### config.mk
export PLATFORM = sky130hd
export DESIGN_NAME = fast_parallel_config_port
export DESIGN_NICKNAME = d
export VERILOG_FILES = /design/src/include/fast_parallel_pkg.sv /design/src/core/fast_parallel_config_port.sv
export SDC_FILE = /design/constraint.sdc
export NUM_CORES = 1
export LEC_CHECK = 0
export ABC_AREA = 1
export BUFFER_PORTS_ARGS = -buffer_cell sky130_fd_sc_hd__buf_2
export CORE_MARGIN = 2
export CORE_UTILIZATION = 50
export CTS_CLUSTER_DIAMETER = 30
export DETAILED_ROUTE_END_ITERATION = 7
export GPL_TIMING_DRIVEN = 0
export PLACE_DENSITY = 0.67
export SLEW_MARGIN = 20
export SYNTH_ARGS = -nofsm -noshare
export SYNTH_HDL_FRONTEND = slang
export SYNTH_SLANG_ARGS = --single-unit
### constraint.sdc
create_clock -name clock -period 2.6 [get_ports clock]
set_clock_uncertainty 0.1 [all_clocks]
set_input_delay 0 -clock clock [delete_from_list [all_inputs] [get_ports clock]]
set_output_delay 0 -clock clock [all_outputs]
set_load 0.05 [all_outputs]
### src/include/fast_parallel_pkg.sv
// constants and types for the fast parallel configuration port
// assumes a 200 MHz system clock; all pins arrive asynchronously
package fast_parallel_pkg;
    localparam int CLOCK_MHZ = 200;
    localparam int CLOCK_PERIOD_NS = 5;
    localparam int REQ_TO_LOW_MAX_NS = 600;
    localparam int REQ_TO_LOW_MAX_CYC = REQ_TO_LOW_MAX_NS / CLOCK_PERIOD_NS;
    localparam int STATUS_LOW_MIN_US = 268;
    localparam int STATUS_LOW_MAX_US = 1506;
    localparam int CNT_W = 19;
    localparam logic [CNT_W-1:0] STATUS_LOW_MIN_CYC_DEF =
        CNT_W'(STATUS_LOW_MIN_US * CLOCK_MHZ);
    localparam logic [CNT_W-1:0] STATUS_LOW_MAX_CYC =
        CNT_W'(STATUS_LOW_MAX_US * CLOCK_MHZ);
    localparam int DATA_W = 16;
    localparam int BYTE_W = 8;
    localparam int WORDS_W = 24;
    localparam logic [WORDS_W-1:0] IMAGE_WORDS_DEF = 24'h00_0400;
    localparam logic [2:0] RATIO_ONE = 3'h1;
    localparam logic [2:0] RATIO_TWO = 3'h2;
    localparam logic [2:0] RATIO_FOUR = 3'h4;

    typedef enum logic [2:0] {
        HOLD_LOW,
        WAIT_RELEASE,
        LOADING,
        FLUSHING,
        COMPLETE
    } load_state_e;

    // clock-to-data ratio from bus width and features
    function automatic logic [2:0] ratioOf(
        input logic wide,
        input logic encrypt,
        input logic compress
    );
        if (compress)
            return wide ? RATIO_FOUR : RATIO_TWO;
        else if (encrypt && wide)
            return RATIO_TWO;
        else
            return RATIO_ONE;
    endfunction
endpackage

### src/core/fast_parallel_config_port.sv
// device side of the fast parallel configuration load port
// assumes the host drives request, config clock and data bus;
// the status pin is open drain, resolved outside this module
// Behaviour
// byte mode: ratio 1 plain or encrypted, 2 whenever compressed
// word mode: ratio 1 plain, 2 encrypted, 4 whenever compressed
// host clocks config clock at ratio times the data rate
// host gives ratio minus one extra clock edges after last word
// done output falls within 600 ns of request falling
// status line falls within 600 ns of request falling
// host holds request low at least 2 us
// status stays low 268 to 1506 us unless delayed externally
// status released within 1506 us of request rising
// monitoring host waits 2 us after status high before clocking
// non-monitoring host waits 1506 us after request high
// data bus captured on config clock rising edge
// external low hold on status postpones loading until release
// longer request low pulse stretches the status low period
// host holds each word stable for ratio clock cycles
module fast_parallel_config_port
    import fast_parallel_pkg::*;
#(
    parameter logic [CNT_W-1:0] STATUS_LOW_MIN_CYC = STATUS_LOW_MIN_CYC_DEF,
    parameter logic [WORDS_W-1:0] IMAGE_WORDS = IMAGE_WORDS_DEF
)
(
    input wire logic clock,
    input wire logic rst,
    input wire logic configRequestN,
    input wire logic configClock,
    input wire logic [DATA_W-1:0] configData,
    input wire logic wideMode,
    input wire logic encryptOn,
    input wire logic compressOn,
    input wire logic deviceReadyIn,
    output logic deviceReadyOut,
    output logic deviceReadyOeN,
    output logic loadComplete,
    output logic [DATA_W-1:0] wordData,
    output logic wordValid
);
    localparam int REQ_LOW_CYC = REQ_TO_LOW_MAX_CYC;

    typedef struct packed {
        logic reqMeta;
        logic reqSync;
        logic clkMeta;
        logic clkSync;
        logic clkPrev;
        logic rdyMeta;
        logic rdySync;
        logic [DATA_W-1:0] dataMeta;
        logic [DATA_W-1:0] dataSync;
        logic [2:0] modeMeta;
        logic [2:0] modeSync;
        load_state_e state;
        logic [CNT_W-1:0] lowCnt;
        logic [2:0] ratio;
        logic [1:0] phase;
        logic [WORDS_W-1:0] words;
        logic wide;
        logic drive;
        logic done;
        logic [DATA_W-1:0] word;
        logic valid;
    } port_s;

    port_s s_r;
    port_s s_nxt;
    logic clkRise;
    logic [DATA_W-1:0] capture;

    assign clkRise = s_r.clkSync & ~s_r.clkPrev;
    assign capture = s_r.wide ? s_r.dataSync
                              : {{BYTE_W{1'b0}}, s_r.dataSync[BYTE_W-1:0]};

    always_comb
    begin
        s_nxt = s_r;
        s_nxt.valid = 1'b0;
        // two flops on every pin before any logic reads it
        s_nxt.reqMeta = configRequestN;
        s_nxt.reqSync = s_r.reqMeta;
        s_nxt.clkMeta = configClock;
        s_nxt.clkSync = s_r.clkMeta;
        s_nxt.clkPrev = s_r.clkSync;
        s_nxt.rdyMeta = deviceReadyIn;
        s_nxt.rdySync = s_r.rdyMeta;
        s_nxt.dataMeta = configData;
        s_nxt.dataSync = s_r.dataMeta;
        s_nxt.modeMeta = {wideMode, encryptOn, compressOn};
        s_nxt.modeSync = s_r.modeMeta;
        if (!s_r.reqSync && s_r.state != HOLD_LOW)
        begin
            // sync delay is a few cycles, far inside the 600 ns limit
            s_nxt.state = HOLD_LOW;
            s_nxt.lowCnt = '0;
            s_nxt.drive = 1'b1;
            s_nxt.done = 1'b0;
        end
        else
        begin
            unique case (s_r.state)
                HOLD_LOW:
                begin
                    s_nxt.drive = 1'b1;
                    s_nxt.done = 1'b0;
                    s_nxt.phase = '0;
                    s_nxt.words = '0;
                    if (s_r.lowCnt != STATUS_LOW_MAX_CYC)
                        s_nxt.lowCnt = s_r.lowCnt + 1'b1;
                    // counts from the request fall, so a long pulse
                    // simply stretches the low time
                    if (s_r.reqSync && s_r.lowCnt >= STATUS_LOW_MIN_CYC)
                    begin
                        s_nxt.state = WAIT_RELEASE;
                        s_nxt.drive = 1'b0;
                    end
                end
                WAIT_RELEASE:
                begin
                    // modes locked here; changing them mid-load is ignored
                    s_nxt.ratio = ratioOf(s_r.modeSync[2], s_r.modeSync[1],
                                          s_r.modeSync[0]);
                    s_nxt.wide = s_r.modeSync[2];
                    if (s_r.rdySync)
                        s_nxt.state = LOADING;
                end
                LOADING:
                begin
                    if (clkRise)
                    begin
                        if (s_r.phase == 2'h0)
                        begin
                            s_nxt.word = capture;
                            s_nxt.valid = 1'b1;
                            s_nxt.words = s_r.words + 1'b1;
                            if (s_r.words + 1'b1 == IMAGE_WORDS)
                                s_nxt.state = (s_r.ratio == RATIO_ONE)
                                    ? COMPLETE : FLUSHING;
                        end
                        s_nxt.phase = (s_r.phase == 2'(s_r.ratio - 1'b1))
                            ? 2'h0 : s_r.phase + 1'b1;
                    end
                end
                FLUSHING:
                begin
                    // trailing edges finish decrypt and decompress
                    if (clkRise)
                    begin
                        s_nxt.phase = s_r.phase + 1'b1;
                        if (s_r.phase == 2'(s_r.ratio - 1'b1))
                            s_nxt.state = COMPLETE;
                    end
                end
                COMPLETE:
                    s_nxt.done = 1'b1;
                default:
                    s_nxt.state = HOLD_LOW;
            endcase
        end
    end

    always_ff @(posedge clock)
    begin
        if (rst)
        begin
            s_r <= '0;
            s_r.state <= HOLD_LOW;
            s_r.drive <= 1'b1;
            s_r.ratio <= RATIO_ONE;
        end
        else
            s_r <= s_nxt;
    end

    assign deviceReadyOut = 1'b0;
    assign deviceReadyOeN = ~s_r.drive;
    assign loadComplete = s_r.done;
    assign wordData = s_r.word;
    assign wordValid = s_r.valid;

    a_done_drop: assert property (@(posedge clock) disable iff (rst)
        $fell(configRequestN) |-> ##[1:REQ_LOW_CYC] !loadComplete)
        else $error("done not low after request fall");
    a_status_drop: assert property (@(posedge clock) disable iff (rst)
        $fell(configRequestN) |-> ##[1:REQ_LOW_CYC] !deviceReadyOeN)
        else $error("status not low after request fall");
    a_status_min: assert property (@(posedge clock) disable iff (rst)
        $rose(deviceReadyOeN) |-> $past(s_r.lowCnt) >= STATUS_LOW_MIN_CYC)
        else $error("status released too early");
    // a long request pulse leaves the counter past the minimum
    a_late_release: assert property (@(posedge clock) disable iff (rst)
        (s_r.state == HOLD_LOW && s_r.reqSync
            && s_r.lowCnt >= STATUS_LOW_MIN_CYC) |=> deviceReadyOeN)
        else $error("status release late after request rise");
    a_low_stretch: assert property (@(posedge clock) disable iff (rst)
        !s_r.reqSync |=> !deviceReadyOeN)
        else $error("status released while request low");
    a_outside_hold: assert property (@(posedge clock) disable iff (rst)
        (s_r.state == WAIT_RELEASE && !s_r.rdySync && s_r.reqSync)
            |=> s_r.state == WAIT_RELEASE)
        else $error("load started while status held low");
    a_capture_edge: assert property (@(posedge clock) disable iff (rst)
        wordValid |-> $past(clkRise) && wordData == $past(capture))
        else $error("word not taken on clock rise");
    a_byte_ratio: assert property (@(posedge clock) disable iff (rst)
        (s_r.state == LOADING && !s_r.wide)
            |-> s_r.ratio == ($past(s_r.modeSync[0], 2) ? 3'h2 : 3'h1)
            || $past(s_r.state) == LOADING)
        else $error("byte mode ratio wrong");
    a_word_ratio: assert property (@(posedge clock) disable iff (rst)
        (s_r.state == LOADING && s_r.wide && $past(s_r.state) == WAIT_RELEASE)
            |-> s_r.ratio == ($past(s_r.modeSync[0]) ? RATIO_FOUR
                : $past(s_r.modeSync[1]) ? RATIO_TWO : RATIO_ONE))
        else $error("word mode ratio wrong");
    a_flush_done: assert property (@(posedge clock) disable iff (rst)
        (s_r.state == FLUSHING && clkRise && s_r.phase == 2'(s_r.ratio - 1'b1))
            |=> ##1 loadComplete)
        else $error("done not raised after trailing edges");

    c_load_start: cover property (@(posedge clock) disable iff (rst)
        s_r.state == WAIT_RELEASE ##1 s_r.state == LOADING);
    c_flush: cover property (@(posedge clock) disable iff (rst)
        s_r.state == FLUSHING ##1 s_r.state == COMPLETE);
    c_reconfig: cover property (@(posedge clock) disable iff (rst)
        loadComplete ##1 !loadComplete);
endmodule // fast_parallel_config_port

==> results.sh <==
export IMPL_cts_buffer_depth=2
export IMPL_p_int_mw=3.92
export IMPL_worst_path_max_delay_cell="dfxtp_1"
export IMPL_tns_ps=0
export IMPL_final_util=0.640
export IMPL_netlist_area_sq_um=5340
export IMPL_wl_um=11500
export IMPL_hpwl_um=8040
export IMPL_die_area_sq_um=11500
export IMPL_clkTransAtPathRegs_ps=60
export IMPL_ant_nets=0
export IMPL_fp_row_count=37
export IMPL_crit_cells=16
export IMPL_grtUsageTotal=0.213
export IMPL_detail_route_vias_per_cell=4.75
export IMPL_finalSetupViolCount=0
export IMPL_place_ws_ps=308
export IMPL_hold_viol_final=0
export IMPL_synth_top_cell_area_share=0.435
export IMPL_path_common_cell="nand2_1"
export IMPL_fp_dieH_um=107
export IMPL_n_antenna_cell=0
export IMPL_worst_r2r_startpoint="s_r[20]"
export IMPL_place_congestion=0.928
export IMPL_start_kind="register"
export IMPL_rsz0062_at_grt="no"
export IMPL_synth_common_cells="nand2_1, nor2_1, dfxtp_1"
export IMPL_min_path_type="in2reg"
export IMPL_synth_async_reset_ratio=0
export IMPL_syn_avg_cell_area_sq_um=6.96
export IMPL_leakage_nw=2.89
export IMPL_arrival_ps=2590
export IMPL_timing_final_crit_share=0.877
export IMPL_layout_nets=879
export IMPL_synth_seq_cells=116
export IMPL_path_max_fanout=6
export IMPL_synth_most_common_cell="nand2_1"
export IMPL_endpoint_kind="register"
export IMPL_vias=4739
export IMPL_crit_path_start="s_r[20]"
export IMPL_hold_start="rst"
export IMPL_grt_pass1_vias=4392
export IMPL_start_util=0.517
export IMPL_worst_slack_ps=319
export IMPL_placeableCoreArea_sq_um=10300
export IMPL_synth_nets=797
export IMPL_p_per_area_nw_per_um2=800
export IMPL_grt_pass1_wl_um=19400
export IMPL_crit_buf_inv=0
export IMPL_synth_edf_count=0
export IMPL_ys_flop_type="dfxtp_1"
export IMPL_critPathTopFamily="simple AND/OR/NAND/NOR gates"
export IMPL_crit_chain="ha_1, nand2_2, nor2_4, nand2_2, nor2_4, nand2_1, nand2_1, nand2_2, nor2_2, nand2_1, nor2_2, nand2_1, nand2_2, nand3_1, nand2_1, nor2_1"
export IMPL_drv_cap=0
export IMPL_io_pins=44
export IMPL_yosysUniqueCellTypes=31
export IMPL_fmax_mhz=438
export IMPL_wl_per_cell_um=11.5
export IMPL_port_buffers=41
export IMPL_synth_area_leaders="dfxtp_1, nand2_1, nor2_1"
export IMPL_path_class="reg2reg"
export IMPL_dr_pass1_iters=6
export IMPL_ys_warn_count=0
export IMPL_drive_above_1_share=0.139
export IMPL_relSlewSlack=0.599
export IMPL_power_switching_mw=1.36
export IMPL_synthToLayoutAreaGrowth_pct=23.7
export IMPL_ctsHtreeMaxLevel=4
export IMPL_fin_crit_ps=2280
export IMPL_clk_latency_ps=510
export IMPL_cts_tree="done"
export IMPL_ys_seq_area_frac=0.435
export IMPL_seqPwrFrac=0.360
export IMPL_worst_pin_slew_ps=602
export IMPL_reg2reg_depth=16
export IMPL_synth_cells=767
export IMPL_vdd_ir_drop_max_mv=0.573
export IMPL_hold_ws_ps=49.7
export IMPL_report_final_slew_viol_count=0
export IMPL_swShare=0.258
export IMPL_p_comb_frac=0.145
export IMPL_detail_route_iter0_violations=200
export IMPL_clkPwrFrac=0.495
export IMPL_hold_depth=4
export IMPL_worstPathRequired_ps=2910
export IMPL_grt_start_max_net_pins=17
export IMPL_postCtsSetupBuffers=0
export IMPL_cts_root_buffer="clkbuf_8"
export IMPL_die_width_um=107
export IMPL_grt_antenna_before_repair=0
export IMPL_numCtsBuffers=17
export IMPL_overflow=0
export IMPL_cts_sinks=116
export IMPL_cp_slowest_stage_delay_ps=390
export IMPL_drc=0
export IMPL_status="finished clean"
export IMPL_synth_top_area_cell="dfxtp_1"
==> cell families after synthesis <==
group,after synthesis,share of synthesized area
other cells,1,0.000702
flops,116,0.435
xor+xnor,17,0.0279
buf+inv,145,0.115
fa+ha+maj,6,0.0141
compound gates,87,0.0832
simple gates,395,0.325
==> sequential cells by signal (all words and copies together), names as in the netlist <==
register	flops
wordData	16
wordValid	1
loadComplete	1
s_nxt	23
s_r	75
==> worst paths after layout <==
kind | to | slack, ps
max reg2reg | s_r[69] | 320
min | s_r[20] | 50
max | s_r[69] | 320
min reg2reg | s_r[114] | 290
==> layout make-up <==
cell class | instances | area (sq um)
inverter | 106 | 398
fill | 889 | 3720
tap | 136 | 170
multi-input combinational | 506 | 2400
clock buffer | 22 | 473
sequential | 116 | 2320
clock inverter | 9 | 198
timing repair buffer | 63 | 425
buffer | 39 | 214
==> metal layers <==
| metal | vias to the layer above | GRT usage | part of all wire |
|---|---|---|---|
| li1 | 2523 | - | - |
| met1 | 2072 | 0.261 | 0.46 |
| met2 | 117 | 0.343 | 0.47 |
| met3 | 27 | 0.0575 | 0.045 |
| met4 | 0 | 0.112 | 0.027 |
| met5 | - | 0 | 0 |
==> power groups by stage <==
stage / Sequential, mW / Combinational (mW) / Clock, mW
after floorplan: 1.93 / 0.530 / 0
after global placement: 1.93 / 0.716 / 0
after detailed placement: 1.94 / 0.738 / 0
after CTS: 1.90 / 0.770 / 2.66
after global routing: 1.91 / 0.856 / 2.75
final: 1.90 / 0.768 / 2.61
==> worst reg2reg max path, stage by stage (launching register included) <==
cell     delay (ps)
dfxtp_1         390
ha_1            220
nand2_2          80
nor2_4          170
nand2_2         130
nor2_4          140
nand2_1          60
nand2_1          70
nand2_2          60
nor2_2          110
nand2_1          80
nor2_2          100
nand2_1         120
nand2_2         140
nand3_1          80
nand2_1          70
nor2_1           40
==> layout by cell type, fill, tap and decap left out, drive strengths merged, types with 2 or more instances in the layout <==
master / n
xnor2: 5
dlygate4sd3: 22
xor2: 12
ha: 6
bufinv: 6
o211ai: 2
nand4: 10
nand3b: 8
clkbuf: 41
a21oi: 58
nand2: 189
o21ai: 25
nand3: 29
nor4: 3
buf: 61
nor2: 138
nor3: 16
dfxtp: 116
clkinv: 2
inv: 106
==> through the flow <==
step	power, mW	std cells	area [sq um]
after floorplan	2.47	767	5340
after global routing	5.51	997	6610
final	5.28	997	6610
after detailed placement	2.67	944	5710
after global placement	2.65	944	5710
after CTS	5.33	997	6610
==> what timing repair did <==
action,in CTS,in global routing
hold buffers,22,0
hold endpoints to repair,22,0
gates resized for setup,0,0
Note: power is estimated with default switching activity, not from simulation.
